===== config.mk =====
export PLATFORM = sky130hd
export DESIGN_NAME = reset_cause_status_logic
export DESIGN_NICKNAME = d
export VERILOG_FILES = /design/src/design/reset_cause_pkg.sv /design/src/design/pin_sync.sv /design/src/design/reset_cause_status_logic.sv
export SDC_FILE = /design/constraint.sdc
export NUM_CORES = 1
export LEC_CHECK = 0
export BUFFER_PORTS_ARGS = -buffer_cell sky130_fd_sc_hd__buf_2
export CAP_MARGIN = 20
export CORE_MARGIN = 1.5
export CORE_UTILIZATION = 40
export DETAILED_ROUTE_END_ITERATION = 8
export PLACE_DENSITY = 0.77
export REMOVE_ABC_BUFFERS = 1
export SKIP_CTS_REPAIR_TIMING = 1
export SLEW_MARGIN = 10
export SYNTH_ARGS = -nofsm -noshare
export SYNTH_HDL_FRONTEND = slang
export SYNTH_SLANG_ARGS = --single-unit

===== constraint.sdc =====
create_clock -name clk_i -period 2.19 [get_ports clk_i]
set_clock_uncertainty 0.05 [all_clocks]
set_input_delay 0.438 -clock clk_i [delete_from_list [all_inputs] [get_ports clk_i]]
set_output_delay 0.438 -clock clk_i [all_outputs]
set_load 0.01 [all_outputs]

===== src/design/reset_cause_pkg.sv =====
// Constants shared by the reset-cause block: register map, field positions, reset values.
// Assumes a 32-bit classic Wishbone register bus with byte addresses.
package reset_cause_pkg;

   // Register byte offsets
   localparam logic [7:0] OFF_RESET_CTRL  = 8'h00;
   localparam logic [7:0] OFF_STACK_PTR   = 8'h04;
   localparam logic [7:0] OFF_TOS         = 8'h08;
   localparam logic [7:0] OFF_CONFIG      = 8'h0C;
   localparam logic [7:0] OFF_INT_STATUS  = 8'h10;
   localparam logic [7:0] OFF_INT_MASK    = 8'h14;
   localparam logic [7:0] OFF_WAKE_FLAGS  = 8'h18;

   // Reset control register fields (flags read 1 while the cause has not occurred)
   localparam int RC_W    = 6;
   localparam int BIT_CM  = 5;
   localparam int BIT_RI  = 4;
   localparam int BIT_TO  = 3;
   localparam int BIT_PD  = 2;
   localparam int BIT_POR = 1;
   localparam int BIT_BOR = 0;
   localparam logic [5:0] RC_POR_VAL = 6'h3C;

   // Stack pointer register fields
   localparam int BIT_STK_FULL = 7;
   localparam int BIT_STK_UNF  = 6;
   localparam int SP_W         = 5;

   // Configuration register fields and reset values
   localparam int   BIT_STK_RST_EN = 0;
   localparam logic CFG_STK_RST_VAL = 1'b1;

   // Restart addresses
   localparam int RESTART_VEC = 'h0000;
   localparam int HI_INT_VEC  = 'h0008;
   localparam int LO_INT_VEC  = 'h0018;
   localparam int PC_STEP     = 2;

   // Interrupt status bits, one per event class
   localparam int IRQ_BOR      = 0;
   localparam int IRQ_CM       = 1;
   localparam int IRQ_EXTERNAL_RESET_PIN     = 2;
   localparam int IRQ_WDT_RST  = 3;
   localparam int IRQ_WDT_WAKE = 4;
   localparam int IRQ_STK_FULL = 5;
   localparam int IRQ_STK_UNF  = 6;
   localparam int IRQ_INSTR    = 7;
   localparam int IRQ_INT_WAKE = 8;
   localparam int IRQ_W        = 9;

   localparam int SYNC_STAGES = 2;

   typedef enum logic [1:0] {
      PM_FULL,
      PM_RUN,
      PM_IDLE_SLEEP
   } power_mode_e;

   typedef enum logic [3:0] {
      EV_NONE,
      EV_BOR,
      EV_CM,
      EV_EXTERNAL_RESET_PIN,
      EV_WDT,
      EV_STK_FULL,
      EV_STK_UNF,
      EV_INSTR,
      EV_INT_WAKE
   } event_e;

endpackage


===== src/design/pin_sync.sv =====
// Two-flop synchroniser for asynchronous level inputs, one chain per bit.
// Assumes inputs are slow levels; pulses shorter than two clocks may be lost.
`timescale 1ns/1ps
module pin_sync #(
   parameter int         WIDTH   = 2,
   parameter logic [WIDTH-1:0] RST_VAL = '0
) (
   // Clock and reset
   input  wire logic             clk_i,
   input  wire logic             rst_i,
   input  wire logic             ce_i,
   // Levels
   input  wire logic [WIDTH-1:0] async_i,
   output logic      [WIDTH-1:0] sync_o
);
   import reset_cause_pkg::*;

   logic [WIDTH-1:0] meta_q;

   // First stage feeds only the second stage
   for (genvar b = 0; b < WIDTH; b++) begin : g_bit
      always_ff @(posedge clk_i) begin
         if (rst_i) begin
            meta_q[b] <= RST_VAL[b];
            sync_o[b] <= RST_VAL[b];
         end else if (ce_i) begin
            meta_q[b] <= async_i[b];
            sync_o[b] <= meta_q[b];
         end
      end
   end

endmodule


===== src/design/reset_cause_status_logic.sv =====
// Reset-cause recorder and restart-point selector with a Wishbone register slave.
// Assumes rst_i is the power-on reset; core events are one-cycle pulses on clk_i.
//
// Added by the designer: the Wishbone slave port and the placing of the registers.
`timescale 1ns/1ps

// Notes on behaviour
// Power-on sets mismatch, instr, timeout, powerdown; clears others; restart at zero.
// Brown-out sets mismatch, instr, timeout, powerdown; clears brownout; others kept.
// Pin reset in Run sets timeout; in Idle or Sleep also clears powerdown.
// Pin reset at full power keeps every flag and restarts at zero.
// Enabled stack overflow resets to zero, sets full flag, keeps others.
// Underflow sets its flag, with reset if enabled, without reset otherwise.
// Watchdog in full power or Run resets to zero and clears timeout.
// Watchdog in Idle or Sleep wakes at pc plus two, clears timeout, powerdown.
// Interrupt wake clears powerdown; vector if enabled, else pc plus two.
// Enabled interrupt wake pushes current pc into top of stack.
// Enabled interrupt wake advances the stack pointer with the push.
// Interrupt flags that caused a wake stay set, not reset.
// Unimplemented bits read zero; unknown bits are not forced at reset.
// Mismatch flag clears on mismatch reset only; power-on and brown-out set it.
// Power-on flag is set only by software, never by hardware.
// Reset instruction clears its flag, restarts at zero, keeps other flags.
module reset_cause_status_logic #(
   parameter int   PC_W        = 21,
   parameter int   WAKE_W      = 8,
   parameter logic BOR_PRESENT = 1'b1
) (
   // Clock, reset, enable
   input  wire logic                        clk_i,
   input  wire logic                        rst_i,
   input  wire logic                        ce_i,
   // Pins
   input  wire logic                        external_reset_pin_n_i,
   input  wire logic                        brownout_i,
   // Core events and state
   input  wire logic                        cfg_mismatch_i,
   input  wire logic                        watchdog_timer_timeout_i,
   input  wire logic                        stack_overflow_i,
   input  wire logic                        stack_underflow_i,
   input  wire logic                        reset_instr_i,
   input  wire logic                        int_wake_i,
   input  wire logic                        int_high_prio_i,
   input  wire logic                        high_priority_int_enable_i,
   input  wire logic                        low_priority_int_enable_i,
   input  wire reset_cause_pkg::power_mode_e power_mode_i,
   input  wire logic [PC_W-1:0]             pc_i,
   input  wire logic [WAKE_W-1:0]           int_src_flags_i,
   // Restart control
   output logic                             restart_o,
   output logic                             core_reset_o,
   output logic      [PC_W-1:0]             restart_pc_o,
   output logic      [PC_W-1:0]             top_of_stack_o,
   output logic      [reset_cause_pkg::SP_W-1:0] stack_ptr_o,
   output logic      [WAKE_W-1:0]           held_int_flags_o,
   // Wishbone slave
   input  wire logic                        cyc_i,
   input  wire logic                        stb_i,
   input  wire logic                        we_i,
   input  wire logic [7:0]                  adr_i,
   input  wire logic [3:0]                  sel_i,
   input  wire logic [31:0]                 dat_i,
   output logic      [31:0]                 dat_o,
   output logic                             ack_o,
   // Interrupt
   output logic                             irq_o
);
   import reset_cause_pkg::*;

   logic [1:0]        pins_s;
   logic              external_reset_pin_prev_q;
   logic              bor_prev_q;
   logic              external_reset_pin_fall;
   logic              bor_rise;
   event_e            ev;
   logic              do_reset;
   logic              do_wake;
   logic              do_push;
   logic [PC_W-1:0]   wake_pc;
   logic [RC_W-1:0]   reset_control_reg_q;
   logic [RC_W-1:0]   reset_control_reg_d;
   logic              full_q;
   logic              unf_q;
   logic [SP_W-1:0]   sp_q;
   logic [PC_W-1:0]   tos_q;
   logic              stk_rst_en_q;
   logic [IRQ_W-1:0]  irq_stat_q;
   logic [IRQ_W-1:0]  irq_mask_q;
   logic [IRQ_W-1:0]  irq_set;
   logic [WAKE_W-1:0] wake_flags_q;
   logic              req;
   logic              wr;
   logic              wr_rc;
   logic              wr_sp;
   logic [31:0]       rdata;

   // Pin levels cross into the clock domain before any edge detection
   pin_sync #(
      .WIDTH   (2),
      .RST_VAL (2'h1)
   ) u_pin_sync (
      .clk_i   (clk_i),
      .rst_i   (rst_i),
      .ce_i    (ce_i),
      .async_i ({brownout_i, external_reset_pin_n_i}),
      .sync_o  (pins_s)
   );

   always_ff @(posedge clk_i) begin
      if (rst_i) begin
         external_reset_pin_prev_q <= 1'b1;
         bor_prev_q  <= 1'b0;
      end else if (ce_i) begin
         external_reset_pin_prev_q <= pins_s[0];
         bor_prev_q  <= pins_s[1];
      end
   end

   assign external_reset_pin_fall = external_reset_pin_prev_q & ~pins_s[0];
   assign bor_rise  = pins_s[1] & ~bor_prev_q & BOR_PRESENT;

   // One event per cycle; a lower-priority event in the same cycle is dropped
   always_comb begin
      ev = EV_NONE;
      if (bor_rise) begin
         ev = EV_BOR;
      end else if (cfg_mismatch_i) begin
         ev = EV_CM;
      end else if (external_reset_pin_fall) begin
         ev = EV_EXTERNAL_RESET_PIN;
      end else if (watchdog_timer_timeout_i) begin
         ev = EV_WDT;
      end else if (stack_overflow_i) begin
         ev = EV_STK_FULL;
      end else if (stack_underflow_i) begin
         ev = EV_STK_UNF;
      end else if (reset_instr_i) begin
         ev = EV_INSTR;
      end else if (int_wake_i && power_mode_i != PM_FULL) begin
         ev = EV_INT_WAKE;
      end
   end

   // Restart kind and restart address
   always_comb begin
      do_reset = 1'b0;
      do_wake  = 1'b0;
      do_push  = 1'b0;
      wake_pc  = pc_i + PC_W'(PC_STEP);
      unique case (ev)
         EV_NONE: begin
         end
         EV_BOR, EV_CM, EV_EXTERNAL_RESET_PIN, EV_INSTR: begin
            do_reset = 1'b1;
         end
         EV_WDT: begin
            do_reset = (power_mode_i != PM_IDLE_SLEEP);
            do_wake  = (power_mode_i == PM_IDLE_SLEEP);
         end
         EV_STK_FULL, EV_STK_UNF: begin
            do_reset = stk_rst_en_q;
         end
         EV_INT_WAKE: begin
            do_wake = 1'b1;
            do_push = high_priority_int_enable_i | low_priority_int_enable_i;
            if (do_push) begin
               wake_pc = int_high_prio_i ? PC_W'(HI_INT_VEC) : PC_W'(LO_INT_VEC);
            end
         end
      endcase
   end

   always_ff @(posedge clk_i) begin
      if (rst_i) begin
         restart_o    <= 1'b1;
         core_reset_o <= 1'b1;
         restart_pc_o <= PC_W'(RESTART_VEC);
      end else if (ce_i) begin
         restart_o    <= do_reset | do_wake;
         core_reset_o <= do_reset;
         if (do_reset) begin
            restart_pc_o <= PC_W'(RESTART_VEC);
         end else if (do_wake) begin
            restart_pc_o <= wake_pc;
         end
      end
   end

   // Bus decode
   assign req   = cyc_i & stb_i & ~ack_o;
   assign wr    = req & we_i & sel_i[0];
   assign wr_rc = wr & (adr_i == OFF_RESET_CTRL);
   assign wr_sp = wr & (adr_i == OFF_STACK_PTR);

   // Hardware flag changes override a software write in the same cycle
   always_comb begin
      reset_control_reg_d = reset_control_reg_q;
      if (wr_rc) begin
         reset_control_reg_d[BIT_CM]  = dat_i[BIT_CM];
         reset_control_reg_d[BIT_RI]  = dat_i[BIT_RI];
         reset_control_reg_d[BIT_POR] = dat_i[BIT_POR];
         reset_control_reg_d[BIT_BOR] = dat_i[BIT_BOR] & BOR_PRESENT;
      end
      unique case (ev)
         EV_NONE, EV_STK_FULL, EV_STK_UNF: begin
         end
         EV_BOR: begin
            reset_control_reg_d[BIT_CM]  = 1'b1;
            reset_control_reg_d[BIT_RI]  = 1'b1;
            reset_control_reg_d[BIT_TO]  = 1'b1;
            reset_control_reg_d[BIT_PD]  = 1'b1;
            reset_control_reg_d[BIT_BOR] = 1'b0;
         end
         EV_CM: begin
            reset_control_reg_d[BIT_CM] = 1'b0;
         end
         EV_EXTERNAL_RESET_PIN: begin
            if (power_mode_i != PM_FULL) begin
               reset_control_reg_d[BIT_TO] = 1'b1;
            end
            if (power_mode_i == PM_IDLE_SLEEP) begin
               reset_control_reg_d[BIT_PD] = 1'b0;
            end
         end
         EV_WDT: begin
            reset_control_reg_d[BIT_TO] = 1'b0;
            if (power_mode_i == PM_IDLE_SLEEP) begin
               reset_control_reg_d[BIT_PD] = 1'b0;
            end
         end
         EV_INSTR: begin
            reset_control_reg_d[BIT_RI] = 1'b0;
         end
         EV_INT_WAKE: begin
            reset_control_reg_d[BIT_PD] = 1'b0;
         end
      endcase
   end

   always_ff @(posedge clk_i) begin
      if (rst_i) begin
         reset_control_reg_q <= RC_POR_VAL;
      end else if (ce_i) begin
         reset_control_reg_q <= reset_control_reg_d;
      end
   end

   // Stack flags: hardware set wins over a software clear
   always_ff @(posedge clk_i) begin
      if (rst_i) begin
         full_q <= 1'b0;
         unf_q  <= 1'b0;
      end else if (ce_i) begin
         full_q <= (ev == EV_STK_FULL) | (wr_sp ? dat_i[BIT_STK_FULL] : full_q);
         unf_q  <= (ev == EV_STK_UNF) | (wr_sp ? dat_i[BIT_STK_UNF] : unf_q);
      end
   end

   // Stack pointer and top of stack; a reset empties the stack
   always_ff @(posedge clk_i) begin
      if (rst_i) begin
         sp_q  <= '0;
         tos_q <= '0;
      end else if (ce_i) begin
         if (do_reset) begin
            sp_q  <= '0;
            tos_q <= '0;
         end else if (do_push) begin
            sp_q  <= sp_q + SP_W'(1);
            tos_q <= pc_i;
         end else if (wr_sp) begin
            sp_q <= dat_i[SP_W-1:0];
         end
      end
   end

   // Wake-causing interrupt flags survive the wake; only software clears them
   always_ff @(posedge clk_i) begin
      if (rst_i) begin
         wake_flags_q <= '0;
      end else if (ce_i) begin
         wake_flags_q <= (ev == EV_INT_WAKE ? int_src_flags_i : '0) |
                         (wr & (adr_i == OFF_WAKE_FLAGS) ?
                          wake_flags_q & ~dat_i[WAKE_W-1:0] : wake_flags_q);
      end
   end

   always_ff @(posedge clk_i) begin
      if (rst_i) begin
         stk_rst_en_q <= CFG_STK_RST_VAL;
         irq_mask_q   <= '0;
      end else if (ce_i) begin
         if (wr & (adr_i == OFF_CONFIG)) begin
            stk_rst_en_q <= dat_i[BIT_STK_RST_EN];
         end
         if (wr & (adr_i == OFF_INT_MASK)) begin
            irq_mask_q <= dat_i[IRQ_W-1:0];
         end
      end
   end

   // Sticky event bits; set wins over write-one-to-clear
   always_comb begin
      irq_set               = '0;
      irq_set[IRQ_BOR]      = (ev == EV_BOR);
      irq_set[IRQ_CM]       = (ev == EV_CM);
      irq_set[IRQ_EXTERNAL_RESET_PIN]     = (ev == EV_EXTERNAL_RESET_PIN);
      irq_set[IRQ_WDT_RST]  = (ev == EV_WDT) & do_reset;
      irq_set[IRQ_WDT_WAKE] = (ev == EV_WDT) & do_wake;
      irq_set[IRQ_STK_FULL] = (ev == EV_STK_FULL);
      irq_set[IRQ_STK_UNF]  = (ev == EV_STK_UNF);
      irq_set[IRQ_INSTR]    = (ev == EV_INSTR);
      irq_set[IRQ_INT_WAKE] = (ev == EV_INT_WAKE);
   end

   always_ff @(posedge clk_i) begin
      if (rst_i) begin
         irq_stat_q <= '0;
      end else if (ce_i) begin
         irq_stat_q <= irq_set | ((wr & (adr_i == OFF_INT_STATUS)) ?
                                  irq_stat_q & ~dat_i[IRQ_W-1:0] : irq_stat_q);
      end
   end

   assign irq_o = |(irq_stat_q & irq_mask_q);

   // Read mux; unmapped offsets and unused bits read zero
   always_comb begin
      rdata = '0;
      unique case (adr_i)
         OFF_RESET_CTRL: rdata[RC_W-1:0] = reset_control_reg_q;
         OFF_STACK_PTR: begin
            rdata[BIT_STK_FULL] = full_q;
            rdata[BIT_STK_UNF]  = unf_q;
            rdata[SP_W-1:0]     = sp_q;
         end
         OFF_TOS:        rdata[PC_W-1:0]     = tos_q;
         OFF_CONFIG:     rdata[BIT_STK_RST_EN] = stk_rst_en_q;
         OFF_INT_STATUS: rdata[IRQ_W-1:0]    = irq_stat_q;
         OFF_INT_MASK:   rdata[IRQ_W-1:0]    = irq_mask_q;
         OFF_WAKE_FLAGS: rdata[WAKE_W-1:0]   = wake_flags_q;
         default:        rdata = '0;
      endcase
   end

   // Single wait-free answer: ack one cycle after the request is seen
   always_ff @(posedge clk_i) begin
      if (rst_i) begin
         ack_o <= 1'b0;
         dat_o <= '0;
      end else if (ce_i) begin
         ack_o <= req;
         if (req) begin
            dat_o <= rdata;
         end
      end
   end

   assign top_of_stack_o   = tos_q;
   assign stack_ptr_o      = sp_q;
   assign held_int_flags_o = wake_flags_q;
endmodule


== Word level (Yosys, flattened, before mapping) ==
Index checks and enable logic that the tools add are counted.

* Eq/ne operators: 18
* Mux-type cells: 41
* Bitwise logic cells: 28
* Add/subtract/negate cells: 2
* Reductions and logical operators: 27

{| class="wikitable"
|+ Operator list
! cell !! number
|-
| 21-bit two-way mux || 6
|-
| 4-bit two-way mux || 8
|-
| 8-bit by 5-bit == test with 1-bit output, second input constant || 3
|-
| 4-bit one-hot mux with 6 select lines || 1
|-
| 21-bit by 2-bit adder with 21-bit output, second input constant || 1
|-
| 5-bit two-way mux || 4
|-
| 2-bit AND reduction || 10
|-
| 9-bit bitwise AND || 2
|-
| 4-bit by 3-bit == test with 1-bit output, second input constant || 4
|-
| 8-bit by 4-bit == test with 1-bit output, second input constant || 2
|-
| 8-bit two-way mux || 2
|-
| 3-bit nonzero test || 5
|-
| 1-bit bitwise AND || 14
|-
| 12-bit two-way mux || 1
|-
| 1-bit one-hot mux with 3 select lines || 4
|-
| 2-bit one-hot mux with 5 select lines || 1
|-
| 9-bit two-way mux || 1
|-
| 9-bit NOT || 1
|-
| 9-bit bitwise OR || 1
|-
| 9-bit OR reduction || 1
|-
| 8-bit bitwise AND || 1
|-
| 4-bit by 2-bit == test with 1-bit output, second input constant || 2
|-
| 8-bit by 3-bit == test with 1-bit output, second input constant || 1
|-
| 8-bit zero test || 1
|-
| 20 further kinds || 39
|}

* Register bits: 112

== Depth between registers and ports, before layout ==
Gate-level depths: netlist of run 1.

* Depth in word-level cells: 15
* Depth in mapped cells: 8

== Modules after synthesis ==
Synthesis of run 1 repeated with hierarchy kept, for this count alone.

* Cell total of the unflattened synthesis: 624
* Area total of the unflattened synthesis: 5180.0 µm²

{| class="wikitable"
|+ Modules (own cells, without submodules)
! module !! area each (µm²) !! times used !! cells an instance !! sequential area each (µm²)
|-
| reset_cause_status_logic || 5042.3 || 1 || 612 || 2162.1
|-
| pin_sync || 137.6 || 1 || 12 || 80.1
|}

== Least setup slack after synthesis of run 1 ==
No wires, ideal clock.

* Kind: input -> register
* From: in watchdog_timer_timeout_i
* To: reg restart_pc_o[10]
* Arrival: 2.042 ns
* Setup time: 0.060 ns
* Stages: 8
* Path slack: 0.038 ns
* Path buffers: 2
* Required time: 2.080 ns
* Path through: buf_2 nor4_2 mux2i_1 a32oi_1 or2_4 a211oi_4 buf_6 a22o_1

* Cells in the longest elaborated chain, start to end: 9
* Elaborated cells between the ends (all ways): 21
* Classes of those cells: 8 x eq/ne; 9 x mux; 4 x reduce/logical

{| class="wikitable"
|+ RTL lines
! element !! RTL line !! text
|-
| from (decl) || reset_cause_status_logic.sv:38 || <nowiki>input wire logic watchdog_timer_timeout_i,</nowiki>
|-
| 4-bit two-way mux (*) || reset_cause_status_logic.sv:131 || <nowiki>end else if (watchdog_timer_timeout_i) begin</nowiki>
|-
| 4-bit two-way mux (*) || reset_cause_status_logic.sv:129 || <nowiki>end else if (external_reset_pin_fall) begin</nowiki>
|-
| 4-bit two-way mux (*) || reset_cause_status_logic.sv:127 || <nowiki>end else if (cfg_mismatch_i) begin</nowiki>
|-
| 4-bit two-way mux (*) || reset_cause_status_logic.sv:125 || <nowiki>if (bor_rise) begin</nowiki>
|-
| 4-bit by 1-bit == test with 1-bit output, or another cell as far along || reset_cause_status_logic.sv:150 || <nowiki>unique case (ev)</nowiki>
|-
| 4-bit OR reduction or 2-bit OR reduction (tied branches) || reset_cause_status_logic.sv:150 ||
|-
| 1-bit one-hot mux with 3 select lines || reset_cause_status_logic.sv:150 ||
|-
| 2-bit nonzero test (no source line) || - ||
|-
| 2-bit AND reduction (no source line) || - ||
|-
| to (signal assigned) || reset_cause_status_logic.sv:177 || <nowiki>restart_pc_o <= PC_W'(RESTART_VEC);</nowiki>
|-
| to (signal assigned) || reset_cause_status_logic.sv:182 || <nowiki>restart_pc_o <= PC_W'(RESTART_VEC);</nowiki>
|-
| to (signal assigned) || reset_cause_status_logic.sv:184 || <nowiki>restart_pc_o <= wake_pc;</nowiki>
|-
| to (decl) || reset_cause_status_logic.sv:52 || <nowiki>output logic [PC_W-1:0] restart_pc_o,</nowiki>
|}

Mark *: on every way between the ends. The rest lies on a longest branch, timed or not. The select of a mux whose other input is x is not followed.
A chain may end at the register's enable or synchronous reset.

== Worst setup path in the final report of run 1 ==
* From: reg u_pin_sync.sync_o[0]
* To: reg restart_pc_o[15]

* Cells in the longest elaborated chain, start to end: 10
* Elaborated cells between the ends (all ways): 22
* Classes of those cells: 8 x eq/ne; 8 x mux; 2 x bitwise; 4 x reduce/logical

{| class="wikitable"
|+ RTL lines
! element !! RTL line !! text
|-
| from (decl) || pin_sync.sv:14 || <nowiki>output logic [WIDTH-1:0] sync_o</nowiki>
|-
| from (signal, indexed assignment) || pin_sync.sv:25 || <nowiki>sync_o[b] <= RST_VAL[b];</nowiki>
|-
| from (signal, indexed assignment) || pin_sync.sv:28 || <nowiki>sync_o[b] <= meta_q[b];</nowiki>
|-
| 1-bit NOT (*) || reset_cause_status_logic.sv:119 || <nowiki>assign external_reset_pin_fall = external_reset_pin_prev_q & ~pins_s[0];</nowiki>
|-
| 1-bit bitwise AND (*) || reset_cause_status_logic.sv:119 ||
|-
| 4-bit two-way mux (*) || reset_cause_status_logic.sv:129 ||
|-
| 4-bit two-way mux (*) || reset_cause_status_logic.sv:127 ||
|-
| 4-bit two-way mux (*) || reset_cause_status_logic.sv:125 ||
|-
| 4-bit by 1-bit == test with 1-bit output, or another cell as far along || reset_cause_status_logic.sv:150 ||
|-
| 4-bit OR reduction or 2-bit OR reduction (tied branches) || reset_cause_status_logic.sv:150 ||
|-
| 1-bit one-hot mux with 3 select lines || reset_cause_status_logic.sv:150 ||
|-
| 2-bit nonzero test (no source line) || - ||
|-
| 2-bit AND reduction (no source line) || - ||
|}

Marks and branches as above.

==> flow_summary.toml, run 1 <==
[routing]
met1_length_um = 6680
drtIter0Drc = 562
drc_errors = 0
vias = 5249
drtPass1Iterations = 6
wl_per_cell_um = 16.6
top_layer = "met4"
ant_nets = 0
wl_met3_um = 1390
wl_met2_um = 7460
wl_um = 16000
routed_via_density = 5.47

[yosys]
yosysMostFrequentCell = "dfxtp_1"
synth_edf_count = 0
synth_area_leader_cell = "dfxtp_1"
synth_top_area_frac = 0.431
synth_top_cells_by_count = "112 x dfxtp_1, 87 x nand2_1, 71 x nor2_1"
netlist-cell-type-count = 65
syn_area_sq_mm = 0.00521
yosys_warnings = 0
syn_avg_cell_area_sq_um = 8.44
netlist_instances = 617
synthArstFlopShare = 0
ys_seq_area_frac = 0.431
ys_ff_latch = 112
synthTopCellsByArea = "dfxtp_1 43%, a22oi_1 6.5%, nand2_1 6.3%"
synth-main-ff-cell = "dfxtp_1"

[clock_tree]
htreeDepth = 3
cts-root-buf = "clkbuf_16"
clk_pin_slew_worst_paths_ns = 0.08
cts.sinks = 112
clock_path_buffers = 2
numCtsBuffers = 9
clock_latency_ns = 0.35
cts_tree = "done"

[worst_hold_path]
hp-class = "input pin to register"

[power]
power_density_mw_per_mm2 = 619
p_sw_mw = 1.08
p_int_mw = 3.04
p_seq_frac = 0.507
vdd_ir_drop_max_uv = 434
p_comb_frac = 0.109
clkPwrFrac = 0.384
p_leak_nw = 2.79
swShare = 0.262

[critical_path]
critPathMaxFanout = 21
crit_slowest_cell = "dfxtp_1"
crit_chain = "and2b_1 > nor3_4 > a32oi_1 > or2_4 > a211oi_4 > buf_12 > a22o_1"
crit_buf_inv = 1
endpoint_kind = "register"
cp_top_family = "simple AND/OR/NAND/NOR gates"
path_class = "register to register"
critPathArrivalTime_ns = 2.28
slowest_delay_ns = 0.37
start_kind = "register"
required_ns = 2.44

[floorplanning]
io_pins = 183
core-area_sq_mm = 0.0127
dieWidth_um = 117
dieArea_sq_mm = 0.0137
start_util = 0.411
die_h_um = 117
rows = 41

[placed_design]
globalplace.congestion = 0.915
io_buffers = 145
hpwl_um = 12100
pre_cts_slack_ns = -0.242

[finish]
num_antenna_cells = 0
final_util = 0.525
drive_gt1_frac = 0.282
area_growth_pct = 27.7
layout.nets = 877

[global_routing]
grt_max_degree = 70
gr-usage-all-layers = 0.238
grt_pass1_wl_um = 25000
grt.overflow.total = 0
grt_pass1_vias = 4898
antenna_found_initial = 0

[sta]
fmax_mhz = 492
finalCritPeriodShare = 0.928
timing.hold.ws_ns = 0.243
slew_headroom = 0.602
tightest_slew_ns = 0.583
hold_violations = 0
finalWorstSetupSlack_ns = 0.158
setup_viol = 0
rsz0062_at_grt = "false"
period_minus_slack_ns = 2.03
slew_viol_final = 0

[flow_run]
maxCapViolCount = 0

[status]
outcome = "complete, no violations"
cell usage in the layout, fill, tap and decap left out, drive strengths merged, types with 8 or more instances in the layout:
cell	count
buf	192
dfxtp	112
nand2	87
nor2	71
a21oi	47
a22oi	45
nand3	30
a22o	21
xnor2	19
nor3	12
conb	11
inv	11
o21ai	10
clkbuf	9
mux2i	8
registers in the layout, indices dropped and copies added, names as in the netlist:
register and cells:
bor_prev_q 1, held_int_flags_o 8, external_reset_pin_prev_q 1, top_of_stack_o 21, ack_o 1, u_pin_sync.meta_q 2
irq_mask_q 9, dat_o 21, restart_pc_o 21, irq_stat_q 9, restart_o 1, core_reset_o 1
unf_q 1, full_q 1, u_pin_sync.sync_o 2, stack_ptr_o 5, stk_rst_en_q 1, reset_control_reg_q 6
power groups by stage:
stage	registers [mW]	clock network, mW	logic, mW
4_1_cts	2.09	1.61	0.445
6_report	2.09	1.58	0.450
3_5_place_dp	2.14	0	0.443
2_1_floorplan	2.14	0	0.171
5_1_grt	2.09	1.70	0.491
3_3_place_gp	2.14	0	0.438
final timing paths:
check                               from              endpoint  slack (ns)  cells past startpoint
hold reg to reg                dat_o[10]             dat_o[10]        0.40                      2
hold / removal    external_reset_pin_n_i  u_pin_sync.meta_q[0]        0.24                      2
setup reg to reg    u_pin_sync.sync_o[0]      restart_pc_o[15]        0.16                      7
setup / recovery    u_pin_sync.sync_o[0]      restart_pc_o[15]        0.16                      7
layout make-up:
class                   instances  area [sq um]
clock buffers                   9           225
clock inverters                 7          55.1
fillers                      1226          6020
inverters                      10          37.5
multi-input cells             458          2720
flip-flops and latches        112          2240
well taps                     172           215
repair buffers                192          1150
metrics by stage:
step                power, mW  std cells  instance area, sq um  TNS (ns)
CTS                      4.15        958                  6620     -1.08
detailed placement       2.58        942                  6340     -5.12
floorplan                2.31        580                  4990    -15.20
finish                   4.12        960                  6650         0
global placement         2.57        942                  6340     -4.49
global route             4.28        960                  6650         0
worst reg2reg max path: stages, from the launching register on:
cell	delay, ns
dfxtp_1	0.37
and2b_1	0.26
nor3_4	0.19
a32oi_1	0.19
or2_4	0.30
a211oi_4	0.27
buf_12	0.19
a22o_1	0.16
cells by family after synthesis:
family                     synth area share
adders and majority gates           0.00480
and+or+nand+nor                       0.225
DFF                                   0.431
other                              0.000720
buffers and inverters                0.0553
AOI/OAI and AO/OA                     0.228
xor gates and xnor gates             0.0353
muxes                                0.0197
per-layer routing:
layer  up-vias  track usage
li1       2528            -
met1      2417        0.299
met2       268        0.401
met3        36       0.0530
met4         0       0.0876
met5         -            0
Note: power is estimated with default switching activity, not from simulation.
==> inputs of run 2 (changes only) <==
--- a/config.mk
+++ b/config.mk
@@ -10,6 +10,7 @@
 export CORE_MARGIN = 1.5
 export CORE_UTILIZATION = 40
 export DETAILED_ROUTE_END_ITERATION = 8
+export MAX_ROUTING_LAYER = met4
 export PLACE_DENSITY = 0.77
 export REMOVE_ABC_BUFFERS = 1
 export SKIP_CTS_REPAIR_TIMING = 1
==> flow_summary.toml, run 2 (synthesis gave the netlist of run 1 again) <==
[power]
power_mw = 4.12
p_leak_nw = 2.79
power_density_mw_per_mm2 = 620
vdd_ir_drop_max_uv = 431

[sta]
timing.hold.ws_ns = 0.241
slew_viol_final = 0
fmax_mhz = 492
rsz0062_at_grt = "false"
tightest_slew_ns = 0.625
hold_violations = 0
setup_viol = 0
setup-tns-final_ns = 0
finalCritPeriodShare = 0.928
slew_headroom = 0.573
period_minus_slack_ns = 2.03

[placed_design]
hpwl_um = 12100
io_buffers = 145
globalplace.congestion = 0.931

[finish]
num_antenna_cells = 0
fillerInstances = 1226
multiInputGateArea_sq_mm = 0.00272
mostFrequentLayoutCells = "145 x buf_2, 112 x dfxtp_1, 87 x nand2_1"
area_growth_pct = 27.7
final_common_cell = "buf_2"
seq_area_sq_mm = 0.00224
drive_gt1_frac = 0.282
layout.nets = 877

[worst_hold_path]
holdPathEnd = "u_pin_sync.meta_q[0]"
hp-start = "external_reset_pin_n_i"
hp-class = "input pin to register"
worstHoldPathCells = 2

[global_routing]
gr-usage-all-layers = 0.245
grt_pass1_vias = 4912
grt.overflow.total = 0
antenna_found_initial = 0
grt_pass1_wl_um = 25000
grt_max_degree = 70

[flow_run]
maxCapViolCount = 0

[routing]
ant_nets = 0
wl_um = 16000
drc_errors = 0
routed_via_density = 5.50
vias = 5280
wl_per_cell_um = 16.7
drtPass1Iterations = 6
drtIter0Drc = 580

[floorplanning]
core-area_sq_mm = 0.0127
die_h_um = 117
dieWidth_um = 117
dieArea_sq_mm = 0.0137
start_util = 0.411
rows = 41
io_pins = 183

[critical_path]
path_class = "register to register"
start_kind = "register"
critPathMaxFanout = 21
endpoint_kind = "register"
worstReg2RegEnd = "restart_pc_o[15]"
required_ns = 2.44
reg2reg_slack_ns = 0.16
worstReg2RegStart = "u_pin_sync.sync_o[0]"
r2r_cells = 7
critPathArrivalTime_ns = 2.28

[clock_tree]
clock_latency_ns = 0.35
htreeDepth = 3
cts_tree = "done"
cts-root-buf = "clkbuf_16"
numCtsBuffers = 9
clock_path_buffers = 2
clk_pin_slew_worst_paths_ns = 0.08
cts.sinks = 112

[status]
outcome = "complete, no violations"
-- run 2: metrics by stage --
step,util,cell area [sq um],instances,setup WS (ns)
5_1_grt,0.525,6650,960,0.0520
3_3_place_gp,0.500,6340,942,-0.220
3_5_place_dp,0.500,6340,942,-0.242
6_report,0.525,6650,960,0.157
4_1_cts,0.523,6620,958,-0.0864
2_1_floorplan,-,4990,580,-0.447
-- run 2: cell type report --
cell class / instances / share of cell area
Multi-Input combinational cell: 458 / 0.409
Sequential cell: 112 / 0.337
Timing Repair Buffer: 192 / 0.174
Clock buffer: 9 / 0.0339
Tap cell: 172 / 0.0324
Clock inverter: 7 / 0.00828
Inverter: 10 / 0.00565
-- run 2: worst max-delay path by stage --
stage	startpoint	end	slack, ns	cells past startpoint
floorplan	stack_underflow_i	stack_ptr_o[1]	-0.45	6
global placement	stack_underflow_i	restart_pc_o[20]	-0.22	6
detailed placement	stack_underflow_i	restart_pc_o[20]	-0.24	6
CTS	u_pin_sync.sync_o[0]	restart_pc_o[2]	-0.09	5
global route	u_pin_sync.sync_o[0]	restart_pc_o[5]	0.05	7
finish	u_pin_sync.sync_o[0]	restart_pc_o[15]	0.16	7
-- run 2: layer usage --
metal	global-route usage	routed length (um)	up-vias
met2	0.400	7500	270
met5	-	0	-
li1	-	-	2525
met4	0.0932	367	0
met3	0.0515	1300	32
met1	0.300	6880	2453
-- run 2: critical path: stages, from the launching register on --
cell      delay, ns
dfxtp_1        0.36
and2b_1        0.26
nor3_4         0.19
a32oi_1        0.19
or2_4          0.30
a211oi_4       0.27
buf_12         0.19
a22o_1         0.15
-- run 2: power by group --
part / switching (mW) / total [mW] / internal [mW]
logic: 0.264 / 0.451 / 0.186
registers: 0.0219 / 2.09 / 2.07
clock network: 0.800 / 1.59 / 0.785
total: 1.09 / 4.12 / 3.04
